## src/rtl/ifb_defs.svh

```systemverilog
// Constants of the instruction fetch bus unit
`ifndef IFB_DEFS_SVH
`define IFB_DEFS_SVH

// ----------------------------------------------------------------
// Widths
// ----------------------------------------------------------------
`define IFB_ADDR_W 30
`define IFB_WORD_W 32

// ----------------------------------------------------------------
// Reply codes, high bit first
// ----------------------------------------------------------------
`define IFB_REPLY_RSVD 2'h0
`define IFB_REPLY_WAIT 2'h1
`define IFB_REPLY_SUCCESS 2'h2
`define IFB_REPLY_FAULT 2'h3

// ----------------------------------------------------------------
// Word addresses
// ----------------------------------------------------------------
`define IFB_RESET_VEC 30'h00000000
`define IFB_EXC_VEC 30'h00000001
`define IFB_ADDR_ONE 30'h00000001

`endif

```

## src/rtl/ifb_pkg.sv

```systemverilog
// Types of the instruction fetch bus unit
package ifb_pkg;

  typedef enum logic [1:0] {
    IFB_REP_RSVD = 2'b00,
    IFB_REP_WAIT = 2'b01,
    IFB_REP_SUCCESS = 2'b10,
    IFB_REP_FAULT = 2'b11
  } ifb_reply_t;

  typedef enum logic [1:0] {
    IFB_ST_RESET_NULL = 2'b00,
    IFB_ST_RUN = 2'b01,
    IFB_ST_FAULT_NULL = 2'b10,
    IFB_ST_PTR_INVALID = 2'b11
  } ifb_state_t;

  typedef enum logic [1:0] {
    IFB_PTR_HOLD = 2'b00,
    IFB_PTR_INC = 2'b01,
    IFB_PTR_LOAD = 2'b10
  } ifb_ptr_op_t;

  typedef struct packed {
    logic strobe;
    logic strobe_oe;
    logic super_sel;
  } ifb_ctl_t;

  typedef struct packed {
    logic valid;
    logic [29:0] addr;
    logic [31:0] word;
  } ifb_instr_t;

endpackage

```

## src/rtl/ifb_addr_ptr.sv

```systemverilog
// Fetch address pointer driving the code address lines
`include "ifb_defs.svh"

module ifb_addr_ptr (
  input wire logic clk_in,
  input wire logic rst_in,
  input ifb_pkg::ifb_ptr_op_t op_in,
  input wire logic [`IFB_ADDR_W-1:0] load_addr_in,
  output logic [`IFB_ADDR_W-1:0] addr_out
);

  always_ff @(posedge clk_in) begin
    if (rst_in) begin
      addr_out <= `IFB_RESET_VEC;
    end else begin
      case (op_in)
        ifb_pkg::IFB_PTR_INC: addr_out <= addr_out + `IFB_ADDR_ONE;
        ifb_pkg::IFB_PTR_LOAD: addr_out <= load_addr_in;
        default: addr_out <= addr_out;
      endcase
    end
  end

endmodule

```

## src/rtl/ifb_fetch.sv

```systemverilog
// Pipelined instruction fetch bus unit
// Contract
// - Fetch every cycle except three null cases
// - Stall repeats address phase of next instruction
// - Replies to stall repeats are ignored
// - One null transaction after reset, strobe floating
// - Invalid pointer load gives null transaction
// - Taken fault: null, then exception vector fetch
// - Each access reads one 32-bit word
// - Address phase then reply phase, one clock each
// - Address, strobe, select driven at phase start
// - Reply 10 success, 01 wait, 11 fault
// - Null transaction drives address, ignores reply
// - Address phase overlaps previous reply phase
// - Wait repeats next address phase until success
// - Access after a fault is ignored
// - Next normal address phase follows fault reply
// - Discarded fault repeats ignored access, no exception
`include "ifb_defs.svh"

module ifb_fetch (
  input wire logic clk_in,
  input wire logic rst_in,
  input wire logic core_stall_in,
  input wire logic core_redirect_in,
  input wire logic core_redirect_valid_in,
  input wire logic [`IFB_ADDR_W-1:0] core_redirect_addr_in,
  input wire logic core_super_in,
  input wire logic core_discard_in,
  input wire logic [`IFB_WORD_W-1:0] code_word_bus_in,
  input wire logic [1:0] code_reply_in,
  output logic [`IFB_ADDR_W-1:0] code_address_out,
  output logic code_fetch_strobe_out,
  output logic code_fetch_strobe_oe_out,
  output logic code_super_out,
  output logic instr_valid_out,
  output logic [`IFB_ADDR_W-1:0] instr_addr_out,
  output logic [`IFB_WORD_W-1:0] instr_word_out,
  output logic fetch_fault_out,
  output logic fetch_exception_out
);

  // ----------------------------------------------------------------
  // State
  // ----------------------------------------------------------------
  ifb_pkg::ifb_state_t state_q;
  ifb_pkg::ifb_state_t state_d;
  ifb_pkg::ifb_reply_t reply;
  ifb_pkg::ifb_ptr_op_t ptr_op;
  ifb_pkg::ifb_ctl_t ctl_q;
  ifb_pkg::ifb_ctl_t ctl_d;
  ifb_pkg::ifb_instr_t instr_q;
  logic [`IFB_ADDR_W-1:0] ptr_load;
  logic [`IFB_ADDR_W-1:0] prev_addr_q;
  logic cur_live_q;
  logic cur_live_d;
  logic prev_live_q;
  logic prev_live_d;
  logic rep_wait;
  logic rep_fault;
  logic rep_ok;
  logic fault_q;
  logic exc_q;

  ifb_reply_dec u_reply_dec (
    .code_reply_in(code_reply_in),
    .reply_out(reply)
  );

  ifb_addr_ptr u_addr_ptr (
    .clk_in(clk_in),
    .rst_in(rst_in),
    .op_in(ptr_op),
    .load_addr_in(ptr_load),
    .addr_out(code_address_out)
  );

  // ----------------------------------------------------------------
  // Reply qualification
  // ----------------------------------------------------------------
  // Reply belongs to last cycle's address phase; null or stalled ones are ignored
  assign rep_wait = prev_live_q && (reply == ifb_pkg::IFB_REP_WAIT ||
                    reply == ifb_pkg::IFB_REP_RSVD);
  assign rep_fault = prev_live_q && (reply == ifb_pkg::IFB_REP_FAULT);
  assign rep_ok = !rep_wait && !rep_fault;

  // ----------------------------------------------------------------
  // Next transaction
  // ----------------------------------------------------------------
  always_comb begin
    state_d = state_q;
    ptr_op = ifb_pkg::IFB_PTR_HOLD;
    ptr_load = core_redirect_addr_in;
    cur_live_d = !core_stall_in;
    prev_live_d = cur_live_q;
    ctl_d.strobe = 1'b1;
    ctl_d.strobe_oe = 1'b1;
    ctl_d.super_sel = core_super_in;
    case (state_q)
      ifb_pkg::IFB_ST_RESET_NULL: begin
        state_d = ifb_pkg::IFB_ST_RUN;
        prev_live_d = 1'b0;
      end
      ifb_pkg::IFB_ST_RUN: begin
        if (rep_fault) begin
          prev_live_d = 1'b0;
          if (core_discard_in) begin
            ptr_op = ifb_pkg::IFB_PTR_HOLD;
          end else begin
            state_d = ifb_pkg::IFB_ST_FAULT_NULL;
            ctl_d.strobe = 1'b0;
            cur_live_d = 1'b0;
          end
        end else if (rep_wait) begin
          prev_live_d = 1'b1;
          cur_live_d = cur_live_q;
          ctl_d.super_sel = ctl_q.super_sel;
        end else if (core_redirect_in && !core_redirect_valid_in) begin
          state_d = ifb_pkg::IFB_ST_PTR_INVALID;
          ctl_d.strobe = 1'b0;
          cur_live_d = 1'b0;
        end else if (core_redirect_in) begin
          ptr_op = ifb_pkg::IFB_PTR_LOAD;
        end else if (cur_live_q) begin
          ptr_op = ifb_pkg::IFB_PTR_INC;
        end
      end
      ifb_pkg::IFB_ST_FAULT_NULL: begin
        state_d = ifb_pkg::IFB_ST_RUN;
        ptr_op = ifb_pkg::IFB_PTR_LOAD;
        ptr_load = `IFB_EXC_VEC;
        prev_live_d = 1'b0;
      end
      ifb_pkg::IFB_ST_PTR_INVALID: begin
        prev_live_d = 1'b0;
        if (core_redirect_in && core_redirect_valid_in) begin
          state_d = ifb_pkg::IFB_ST_RUN;
          ptr_op = ifb_pkg::IFB_PTR_LOAD;
        end else begin
          ctl_d.strobe = 1'b0;
          cur_live_d = 1'b0;
        end
      end
      default: begin
        state_d = ifb_pkg::IFB_ST_RUN;
      end
    endcase
  end

  // ----------------------------------------------------------------
  // Phase registers
  // ----------------------------------------------------------------
  always_ff @(posedge clk_in) begin
    if (rst_in) begin
      state_q <= ifb_pkg::IFB_ST_RESET_NULL;
    end else begin
      state_q <= state_d;
    end
  end

  always_ff @(posedge clk_in) begin
    if (rst_in) begin
      ctl_q <= '0;
    end else begin
      ctl_q <= ctl_d;
    end
  end

  always_ff @(posedge clk_in) begin
    if (rst_in) begin
      cur_live_q <= 1'b0;
      prev_live_q <= 1'b0;
      prev_addr_q <= `IFB_RESET_VEC;
    end else begin
      cur_live_q <= cur_live_d;
      prev_live_q <= prev_live_d;
      if (!rep_wait) begin
        prev_addr_q <= code_address_out;
      end
    end
  end

  assign code_fetch_strobe_out = ctl_q.strobe;
  assign code_fetch_strobe_oe_out = ctl_q.strobe_oe;
  assign code_super_out = ctl_q.super_sel;

  // ----------------------------------------------------------------
  // Word delivery and events
  // ----------------------------------------------------------------
  always_ff @(posedge clk_in) begin
    if (rst_in) begin
      instr_q <= '0;
    end else begin
      instr_q.valid <= prev_live_q && rep_ok;
      if (prev_live_q && rep_ok) begin
        instr_q.addr <= prev_addr_q;
        instr_q.word <= code_word_bus_in;
      end
    end
  end

  always_ff @(posedge clk_in) begin
    if (rst_in) begin
      fault_q <= 1'b0;
      exc_q <= 1'b0;
    end else begin
      fault_q <= rep_fault;
      exc_q <= rep_fault && !core_discard_in && state_q == ifb_pkg::IFB_ST_RUN;
    end
  end

  assign instr_valid_out = instr_q.valid;
  assign instr_addr_out = instr_q.addr;
  assign instr_word_out = instr_q.word;
  assign fetch_fault_out = fault_q;
  assign fetch_exception_out = exc_q;

  // ----------------------------------------------------------------
  // Checks
  // ----------------------------------------------------------------
  logic run_fault;
  assign run_fault = rep_fault && state_q == ifb_pkg::IFB_ST_RUN;

  chk_reset_null: assert property (@(posedge clk_in)
    $fell(rst_in) |-> !code_fetch_strobe_oe_out ##1 code_fetch_strobe_oe_out)
    else $error("reset null transaction wrong");
  chk_fetch_every: assert property (@(posedge clk_in) disable iff (rst_in)
    state_q == ifb_pkg::IFB_ST_RUN |-> code_fetch_strobe_out && code_fetch_strobe_oe_out)
    else $error("fetch strobe missing in run");
  chk_wait_repeat: assert property (@(posedge clk_in) disable iff (rst_in)
    rep_wait && state_q == ifb_pkg::IFB_ST_RUN |=> $stable(code_address_out) &&
    code_fetch_strobe_out && prev_live_q)
    else $error("wait did not repeat address phase");
  chk_stall_ignore: assert property (@(posedge clk_in) disable iff (rst_in)
    !prev_live_q |=> !instr_valid_out)
    else $error("ignored reply delivered a word");
  chk_stall_repeat: assert property (@(posedge clk_in) disable iff (rst_in)
    state_q == ifb_pkg::IFB_ST_RUN && !cur_live_q && !prev_live_q && !core_redirect_in
    |=> $stable(code_address_out))
    else $error("stall did not repeat address");
  chk_fault_null: assert property (@(posedge clk_in) disable iff (rst_in)
    run_fault && !core_discard_in |=> !code_fetch_strobe_out ##1
    (code_fetch_strobe_out && code_address_out == `IFB_EXC_VEC))
    else $error("fault exception sequence wrong");
  chk_fault_discard: assert property (@(posedge clk_in) disable iff (rst_in)
    run_fault && core_discard_in |=> $stable(code_address_out) && code_fetch_strobe_out &&
    !fetch_exception_out)
    else $error("discarded fault did not repeat access");
  chk_fault_ignore: assert property (@(posedge clk_in) disable iff (rst_in)
    rep_fault |=> !prev_live_q ##1 !instr_valid_out)
    else $error("access after fault not ignored");
  chk_invalid_null: assert property (@(posedge clk_in) disable iff (rst_in)
    state_q == ifb_pkg::IFB_ST_RUN && rep_ok && core_redirect_in && !core_redirect_valid_in
    |=> !code_fetch_strobe_out)
    else $error("invalid pointer did not give null");
  chk_word_deliver: assert property (@(posedge clk_in) disable iff (rst_in)
    prev_live_q && reply == ifb_pkg::IFB_REP_SUCCESS |=>
    instr_valid_out && instr_word_out == $past(code_word_bus_in))
    else $error("successful word not delivered");
  chk_reset_addr: assert property (@(posedge clk_in)
    $fell(rst_in) |-> code_address_out == `IFB_RESET_VEC)
    else $error("reset address wrong");
  chk_strobe_enable: assert property (@(posedge clk_in) disable iff (rst_in)
    state_q != ifb_pkg::IFB_ST_RESET_NULL |-> code_fetch_strobe_oe_out)
    else $error("strobe left floating after reset null");
  chk_null_ignore: assert property (@(posedge clk_in) disable iff (rst_in)
    !code_fetch_strobe_out |=> !prev_live_q)
    else $error("reply to null transaction taken");
  chk_fault_pulse: assert property (@(posedge clk_in) disable iff (rst_in)
    fetch_fault_out |=> !fetch_fault_out)
    else $error("fault taken on access after fault");
  chk_exc_null: assert property (@(posedge clk_in) disable iff (rst_in)
    fetch_exception_out |-> fetch_fault_out && !code_fetch_strobe_out)
    else $error("exception without null transaction");
  chk_invalid_hold: assert property (@(posedge clk_in) disable iff (rst_in)
    state_q == ifb_pkg::IFB_ST_PTR_INVALID && !(core_redirect_in && core_redirect_valid_in)
    |=> !code_fetch_strobe_out && $stable(code_address_out))
    else $error("invalid pointer did not hold null");
  chk_redirect_load: assert property (@(posedge clk_in) disable iff (rst_in)
    state_q == ifb_pkg::IFB_ST_PTR_INVALID && core_redirect_in && core_redirect_valid_in
    |=> code_fetch_strobe_out && code_address_out == $past(core_redirect_addr_in))
    else $error("valid pointer did not resume fetch");
  chk_wait_super: assert property (@(posedge clk_in) disable iff (rst_in)
    rep_wait && state_q == ifb_pkg::IFB_ST_RUN |=> $stable(code_super_out))
    else $error("wait changed supervisor select");

  // ----------------------------------------------------------------
  // Cover points
  // ----------------------------------------------------------------

  cov_wait: cover property (@(posedge clk_in) disable iff (rst_in) rep_wait ##1 rep_ok);
  cov_fault_exc: cover property (@(posedge clk_in) disable iff (rst_in)
    run_fault && !core_discard_in);
  cov_stall: cover property (@(posedge clk_in) disable iff (rst_in)
    !cur_live_q ##1 cur_live_q);
  cov_fault_discard: cover property (@(posedge clk_in) disable iff (rst_in)
    run_fault && core_discard_in);
  cov_invalid_exit: cover property (@(posedge clk_in) disable iff (rst_in)
    state_q == ifb_pkg::IFB_ST_PTR_INVALID ##1 state_q == ifb_pkg::IFB_ST_RUN);

endmodule

```

## src/rtl/ifb_reply_dec.sv

```systemverilog
// Decoder of the two reply lines
`include "ifb_defs.svh"

module ifb_reply_dec (
  input wire logic [1:0] code_reply_in,
  output ifb_pkg::ifb_reply_t reply_out
);

  always_comb begin
    case (code_reply_in)
      `IFB_REPLY_SUCCESS: reply_out = ifb_pkg::IFB_REP_SUCCESS;
      `IFB_REPLY_WAIT: reply_out = ifb_pkg::IFB_REP_WAIT;
      `IFB_REPLY_FAULT: reply_out = ifb_pkg::IFB_REP_FAULT;
      default: reply_out = ifb_pkg::IFB_REP_RSVD;
    endcase
  end

endmodule

```

## config.mk

```make
export PLATFORM = sky130hd
export DESIGN_NAME = ifb_fetch
export DESIGN_NICKNAME = d
export VERILOG_FILES = /design/src/rtl/ifb_pkg.sv /design/src/rtl/ifb_addr_ptr.sv /design/src/rtl/ifb_fetch.sv /design/src/rtl/ifb_reply_dec.sv
export VERILOG_INCLUDE_DIRS = /design/src /design/src/rtl
export SDC_FILE = /design/constraint.sdc
export NUM_CORES = 1
export LEC_CHECK = 0
export ABC_AREA = 1
export BUFFER_PORTS_ARGS = -buffer_cell sky130_fd_sc_hd__buf_2
export CORE_ASPECT_RATIO = 2
export CORE_MARGIN = 2
export CORE_UTILIZATION = 34
export CTS_BUF_LIST = sky130_fd_sc_hd__clkbuf_2
export CTS_CLUSTER_SIZE = 16
export DETAILED_ROUTE_END_ITERATION = 6
export REMOVE_ABC_BUFFERS = 1
export SKIP_CTS_REPAIR_TIMING = 1
export SYNTH_ARGS = -nofsm -noshare
export SYNTH_HDL_FRONTEND = slang
export SYNTH_SLANG_ARGS = --single-unit
```

## constraint.sdc

```tcl
create_clock -name clk_in -period 4.5 [get_ports clk_in]
set_clock_uncertainty 0.1 [all_clocks]
set_input_delay 0.225 -clock clk_in [delete_from_list [all_inputs] [get_ports clk_in]]
set_output_delay 0.225 -clock clk_in [all_outputs]
set_load 0.01 [all_outputs]
```

==> metrics.txt, run 1 <==
status=complete, no violations; Worst VDD drop=0.000165 V; reg-to-reg setup timing slack=1.86 ns; Post-synth EDFFs=0; routed vias=6,149; post-synth cell types=33; hpwl dp=12,100 um; max_cap viols=0; hold endpoint=code_fetch_strobe_out; fillers=1,805; Total Power=2.35 mW; ratio of cells with drive above 1 in the final layout=22.8%; fin. max-slew vios=0; Yosys warnings=0; fin crit share=58.6%; Layout area overhead=32.4%; synthesized cell area=5850 um2; IO buf count=168; Fmax=379 MHz; Core Region=16,800 um2; TritonCTS Buffers=17; Max transition margin=32.1%; Initial Utilization=34.9%; R2R depth=10; Nets=1,114; top-area cell type share of the netlist area=45.2%; post-synthesis sequential area ratio=45.2%; Post-route DRC=0; Comb power frac=14.3%; die height=190 um; synth top area cells=dfxtp_1 45%, nand2_1 13%, a21oi_1 9.2%, nand3_1 8.8%, o21ai_0 5.2%; Placer Congestion=0.832; R2R Path End=u_addr_ptr.addr_out[9]; FF-to-FF Start=prev_live_q; Critical Path RT=5.06 ns; CP startpoint kind=register; Worst setup EP type=register; leading area contributor after synthesis=dfxtp_1; Final Util=46.2%; GRT Total Usage=19.1%; number of global-route vias before repair=5,532; switch share=28.8%; Clock Latency Late Sink=0.70 ns; Pwr Density=304 nW/um2; crit path time final=2.64 ns; worst hold path type=input pin to register; Remaining Overflow, GRT=0; cell internal pwr=1.67 mW; Psw=679 uW; H-tree depth=4; CTS tree=done; Critical Path AT=3.19 ns; Slowest Stage Delay on Critical Path=0.77 ns; Worst path slowest cell=inv_1; most common flop cell mapped by yosys=dfxtp_1; Setup Viol. Count Final=0; post-synthesis sequential element count=132; WL/cell=14.5 um; Hold Violations, Final=0; hold path startpoint=core_redirect_valid_in; largest net degree at the start of global routing=74; worst hold slack=0.00387 ns; final WL=18,300 um; hold path cells=6; Clock power frac=31.5%; initial DRC count=248; critical-path cell list=nand2_1, nand2_1, inv_2, nand4_1, ha_1, inv_1, nand2_1, nand3_1, o21ai_0, a21oi_1; async set-reset flop share out of synthesis=0%; slew at the pin with the worst max-slew slack=1.02 ns; Leak=3.43 nW; clk slew on worst S/H paths=0.20 ns; Final ANT Viol Nets=0; first-pass iteration count of the detailed router=4; peak fanout along the critical path=30; Root Driver=clkbuf_2; # rows=67; antenna violations before repair=1; worst-case clock buffer depth=2; Vias/cell=4.87; unrepaired setup endpoints after global routing=false; CP Class=register to register; Die W=96.8 um; most frequent CP cell=nand2_1; global-route wire length before repair=27,900 um; Sink Count=132; Avg Inst Size Synth=7.07 um2; Mapped Cells=827; Setup TNS=0 ns; Total Die Area=18,300 um2; Seq pwr share=54.2%; # IOs=169
==> area by class of cell <==
cell class                 count  area [um2]  share of cell area, %
antenna                        1        2.50                 0.0323
clock buffer                  20         100                   1.29
clock inverter                12         138                   1.78
inverter                      56         210                   2.71
multi-input combinational    588        2790                   36.0
sequential                   132        2640                   34.1
tap                          207         259                   3.34
timing repair buffer         246        1600                   20.7
==> power by group through the flow <==
stage / Sequential (mW) / Combinational (mW) / Clock [mW]
6_report: 1.28 / 0.336 / 0.742
3_5_place_dp: 1.30 / 0.291 / 0
4_1_cts: 1.28 / 0.293 / 0.776
3_3_place_gp: 1.30 / 0.289 / 0
2_1_floorplan: 1.30 / 0.147 / 0
5_1_grt: 1.29 / 0.377 / 0.820
==> placed cells by master (no fill, tap or decap), drive strengths merged <==
cell type	count
o22ai	2
dfxtp	132
or2	3
nand3	104
a211oi	1
and2	1
clkinv	8
o21ai	66
o21a	1
a21oi	112
nor2	67
clkbuf	20
nand4	1
bufinv	3
o21bai	2
nor3	3
diode	1
clkinvlp	2
ha	2
xor2	2
a31oi	6
dlygate4sd3	71
o211ai	1
inv	55
buf	175
nand2	214
==> worst max-delay path by stage <==
stage | start | end | slack (ns) | depth (start not counted)
6_report | prev_live_q | u_addr_ptr.addr_out[9] | 1.86 | 10
3_3_place_gp | prev_live_q | u_addr_ptr.addr_out[12] | 1.89 | 10
5_1_grt | prev_live_q | u_addr_ptr.addr_out[11] | 1.53 | 10
4_1_cts | prev_live_q | u_addr_ptr.addr_out[9] | 1.85 | 10
3_5_place_dp | prev_live_q | u_addr_ptr.addr_out[9] | 1.85 | 10
2_1_floorplan | prev_live_q | u_addr_ptr.addr_out[11] | -0.24 | 9
==> registers in the layout, indices dropped and copies added (netlist names), 2 cells and up <==
| signal | flops |
|---|---|
| u_addr_ptr.addr_out | 30 |
| instr_word_out | 32 |
| instr_addr_out | 30 |
| state_q | 2 |
| prev_addr_q | 30 |
==> synthesized netlist by cell type, drive strengths merged (3+ instances only) <==
library cell  count
nand2           214
dfxtp           132
a21oi           112
nand3           104
nor2             67
o21ai            66
inv              55
clkbuf           34
buf              17
a31oi             6
nor3              3
or2               3
==> worst max-delay path: cells and delay by family (launching register included) <==
family | cells | cell delay (ns)
simple gates | 5 | 0.60
compound gates | 2 | 0.21
buf+inv | 2 | 0.97
fa+ha+maj | 1 | 0.30
flops | 1 | 0.43
==> routing by layer <==
metal  part of all wire (%)  track usage, %  vias up  routed length (um)
li1                       -               -     3151                   -
met1                     39            20.7     2791                7070
met2                     54            35.0      167                9850
met3                    3.9            3.73       40                 711
met4                    3.6            9.15        0                 649
met5                      0               0        -                   0
==> metrics by stage <==
| step | worst slack, ns | instance area [um2] | cells |
|---|---|---|---|
| finish | 1.86 | 7750 | 1262 |
| floorplan | -0.240 | 5640 | 776 |
| detailed placement | 1.85 | 6800 | 1158 |
| global placement | 1.89 | 6800 | 1158 |
| global route | 1.53 | 7750 | 1262 |
| CTS | 1.85 | 7040 | 1190 |
==> logic make-up after synthesis <==
| logic type | count (synthesis) | synth area share, % |
|---|---|---|
| AND/OR/NAND/NOR | 393 | 29.9 |
| AO/OA/AOI/OAI | 191 | 17.0 |
| flip-flops | 132 | 45.2 |
| buffers and inverters | 107 | 7.16 |
| XOR/XNOR | 2 | 0.299 |
| adder cells (fa/ha/maj) | 2 | 0.428 |
Power figures use the tool's default switching activity.
==> run 2: changes to the inputs <==
Clock period 4.5 ns to 2.15 ns, I/O delays scaled along.
==> run 2 against run 1 <==
Cell area up 1.5%. Sequential cell count did not move. Register-to-register slack lost 1.7 ns. Routed wire length about the same. Largest power group unchanged. Highest routed layer unchanged.
==> metrics.txt, run 2 (synthesized netlist as in run 1, its figures left out) <==
Layout area overhead=34.4%; CP Class=input pin to register; worst-case clock buffer depth=2; Core Region=16,800 um2; Worst path slowest cell=dlygate4sd3_1; Root Driver=clkbuf_2; Vias/cell=4.86; non-filler cells, final=1,276; Psw=1.44 mW; hpwl dp=12,500 um; initial DRC count=272; Sink Count=132; fin. max-slew vios=0; Remaining Overflow, GRT=0; CP startpoint kind=input pin; fin crit share=95.3%; antenna violations before repair=1; cell internal pwr=3.30 mW; hold path startpoint=core_redirect_addr_in[7]; Setup Viol. Count Final=0; CTS tree=done; clk slew on worst S/H paths=0.20 ns; critical-path cell list=dlygate4sd3_1, buf_2, nand2_1, dlygate4sd3_1, nand2_1, o21a_1, ha_1, inv_1, buf_12, o21ai_0, nand2_1, a21oi_1; GRT Total Usage=19.0%; Clock power frac=27.9%; Post-route DRC=0; Clock Latency Late Sink=0.71 ns; most common cell after layout, fill and taps aside=nand2_1; commonest cells after routing, fill and taps aside=208 x nand2_1, 168 x buf_2, 131 x dfxtp_1; Total Die Area=18,300 um2; # IOs=169; critical path launch point=core_redirect_in; Total Power=4.74 mW; global-route wire length before repair=28,200 um; max_cap viols=0; worst hold path type=input pin to register; Slowest Stage Delay on Critical Path=0.57 ns; Fmax=488 MHz; Largest register FFs=32; Post-Place Cells=1,168; first-pass iteration count of the detailed router=4; Placer Congestion=0.866; # rows=67; Leak=3.50 nW; crit path time final=2.05 ns; Pwr Density=603 nW/um2; ratio of cells with drive above 1 in the final layout=23.4%; switch share=30.4%; unrepaired setup endpoints after global routing=false; number of global-route vias before repair=5,547; Die W=96.8 um; status=complete, no violations; routed vias=6,203; H-tree depth=4; TritonCTS Buffers=17; Critical Path RT=2.62 ns; Initial Utilization=34.9%; FF-to-FF Start=prev_live_q; largest net degree at the start of global routing=73; peak fanout along the critical path=48; final WL=18,300 um; most frequent CP cell=nand2_1; Setup TNS=0 ns; Seq pwr share=56.2%; Nets=1,128; met2 WL=9900 um; Max transition margin=46.2%; Worst setup EP type=register; Critical Path AT=2.52 ns; WL/cell=14.3 um; IO buf count=168; Post-Route M1 WL=7040 um; Final ANT Viol Nets=0; Comb power frac=15.9%; Worst VDD drop=0.000334 V; slew at the pin with the worst max-slew slack=0.807 ns; DR WL met3=657 um; Top Layer Used=met4; die height=190 um; Hold Violations, Final=0
[run 2: changes by cell type in the layout (fill, tap and decap cells not counted), sizes merged]
| cell | change |
|---|---|
| buf | +10 |
| bufinv | -2 |
| clkbuf | -1 |
| clkinv | +3 |
| dlygate4sd3 | +4 |
[run 2: power by group through the flow]
stage | combinational [mW] | clock (mW) | sequential [mW]
after detailed placement | 0.656 | 0 | 2.71
after floorplan | 0.309 | 0 | 2.73
final | 0.754 | 1.32 | 2.66
after CTS | 0.658 | 1.39 | 2.66
after global placement | 0.650 | 0 | 2.71
after global routing | 0.840 | 1.49 | 2.68
[run 2: worst max-delay path: cells and delay by family]
family,cells,cell delay (ns)
AOI/OAI and AO/OA,3,0.30
and+or+nand+nor,3,0.22
adders and majority gates,1,0.30
buffers and inverters,5,1.58
[run 2: worst paths after layout]
check / endpoint / slack [ns] / cells past startpoint
worst max register to register: code_fetch_strobe_out / 0.17 / 8
worst max-delay path: u_addr_ptr.addr_out[11] / 0.10 / 12
worst min-delay path: u_addr_ptr.addr_out[7] / 0.07 / 4
worst min register to register: instr_addr_out[18] / 0.37 / 2
[run 2: layer usage]
metal	vias up	GRT usage, %
li1	3187	-
met1	2824	20.7
met2	154	35.1
met3	38	3.21
met4	0	9.21
met5	-	0
[run 2: area by class of cell]
class / count / area (um2)
Clock buffer: 19 / 95.1
Fill cell: 1754 / 8900
Sequential cell: 132 / 2640
Multi-Input combinational cell: 588 / 2790
Inverter: 56 / 210
Tap cell: 207 / 259
Timing Repair Buffer: 260 / 1770
Antenna cell: 1 / 2.50
Clock inverter: 13 / 92.6
[run 2: metrics by stage]
| step | setup slack (ns) | hold WS (ns) | util, % | area, um2 |
|---|---|---|---|---|
| floorplan | -2.59 | 0.0766 | - | 5640 |
| global placement | 0.269 | 0.269 | 41.3 | 6920 |
| detailed placement | 0.235 | 0.271 | 41.3 | 6920 |
| CTS | 0.199 | -0.569 | 42.4 | 7110 |
| global route | 0.0130 | 0.0136 | 46.9 | 7860 |
| finish | 0.101 | 0.0720 | 46.9 | 7860 |
==> run 3: changes to the inputs <==
Clock period 2.15 ns to 2.65 ns, I/O delays scaled along.
==> run 3 against run 2 <==
Final cell count decreased by 0.39%. Non-clock buffer count fell by 5. Sequential cell count unchanged. Worst hold slack got worse by 0.018 ns. Sequential power shrank 18%.
==> metrics.txt, run 3 (synthesized netlist as in run 1, its figures left out) <==
status=complete, no violations; ratio of cells with drive above 1 in the final layout=23.0%; clk slew on worst S/H paths=0.20 ns; critical path launch point=prev_live_q; GRT Total Usage=18.7%; Die W=96.8 um; Clock Latency Late Sink=0.71 ns; Total Die Area=18,300 um2; Worst VDD drop=0.000256 V; Total Power=4.15 mW; Remaining Overflow, GRT=0; Core Region=16,800 um2; # IOs=169; Setup TNS=0 ns; Leak=3.49 nW; Final ANT Viol Nets=0; Initial Utilization=34.9%; hold path startpoint=code_reply_in[1]; die height=190 um; CP Class=register to register; worst setup path end=code_fetch_strobe_out; reg-to-reg setup timing slack=0.17 ns; Largest register FFs=32; Fmax=403 MHz; H-tree depth=4; worst-case clock buffer depth=2; CP startpoint kind=register; fin. max-slew vios=0; FF-to-FF Start=prev_live_q; Pwr Density=527 nW/um2; Critical Path RT=3.14 ns; # rows=67; IO buf count=168; worst hold path type=input pin to register; Nets=1,123; Root Driver=clkbuf_2; max_cap viols=0; first-pass iteration count of the detailed router=4; TritonCTS Buffers=17; routed vias=6,125; antenna violations before repair=1; R2R Path End=code_fetch_strobe_out; critical-path cell list=nand3_1, dlygate4sd3_1, or2_1, o21ai_1, nand2_1, dlygate4sd3_1, nand2_1, nor2_1; Placer Congestion=0.828; Critical Path AT=2.97 ns; fin crit share=93.8%; global-route wire length before repair=27,600 um; Slowest Stage Delay on Critical Path=0.58 ns; Layout area overhead=34.8%; Max transition margin=46.0%; WL/cell=14.1 um; Hold Violations, Final=0; commonest cells after routing, fill and taps aside=208 x nand2_1, 168 x buf_2, 131 x dfxtp_1; peak fanout along the critical path=11; R2R depth=8; hpwl dp=12,000 um; Worst path slowest cell=dlygate4sd3_1; initial DRC count=203; Post-route DRC=0; largest net degree at the start of global routing=73; Setup Viol. Count Final=0; Sink Count=132; Vias/cell=4.82; number of global-route vias before repair=5,437; Worst setup EP type=register; CTS tree=done; final WL=17,900 um; slew at the pin with the worst max-slew slack=0.811 ns; most common cell after layout, fill and taps aside=nand2_1; crit path time final=2.48 ns
## run 3: cell count changes in the layout (fill, tap and decap cells not counted), sizes merged
| cell | delta |
|---|---|
| clkinvlp | +1 |
| bufinv | +3 |
| clkinv | -4 |
| buf | -7 |
| dlygate4sd3 | +2 |
## run 3: power by group
group / switching, mW / total [mW] / internal (mW)
Clock: 0.778 / 1.40 / 0.625
Sequential: 0.0914 / 2.17 / 2.07
Combinational: 0.324 / 0.585 / 0.261
## run 3: critical path, delay by kind of cell (launching register included)
| family | cells | cell delay [ns] |
|---|---|---|
| DFF | 1 | 0.46 |
| AOI/OAI and AO/OA | 1 | 0.11 |
| buffers and inverters | 2 | 1.16 |
| and+or+nand+nor | 5 | 0.57 |
## run 3: per-layer routing
metal	GRT usage (%)	wire [um]	vias to the layer above
met5	0	0	-
met4	9.15	613	0
met3	3.51	581	36
met2	33.8	9590	148
met1	20.7	7160	2768
li1	-	-	3173
## run 3: layout make-up
type / count / area [um2]
Antenna cell: 1 / 2.50
Clock inverter: 13 / 184
Tap cell: 207 / 259
Fill cell: 1751 / 8880
Inverter: 56 / 210
Multi-Input combinational cell: 588 / 2790
Timing Repair Buffer: 255 / 1700
Sequential cell: 132 / 2640
Clock buffer: 19 / 95.1
## run 3: stage by stage
stage	instance area, um2	utilization (%)	instances	setup slack [ns]	hold slack, ns
final	7890	47.0	1271	0.166	0.0539
after global routing	7890	47.0	1271	-0.0124	0.00562
after CTS	7110	42.4	1193	0.407	-0.539
after detailed placement	6830	40.8	1161	0.423	0.291
after global placement	6830	40.8	1161	0.459	0.294
after floorplan	5640	-	776	-2.09	0.102
## run 3: worst min path at each step
stage                             end  cells past startpoint
2_1_floorplan              cur_live_q                      1
3_3_place_gp   u_addr_ptr.addr_out[1]                      3
3_5_place_dp   u_addr_ptr.addr_out[9]                      3
4_1_cts        u_addr_ptr.addr_out[9]                      3
5_1_grt            instr_word_out[13]                      4
6_report               prev_addr_q[6]                      5
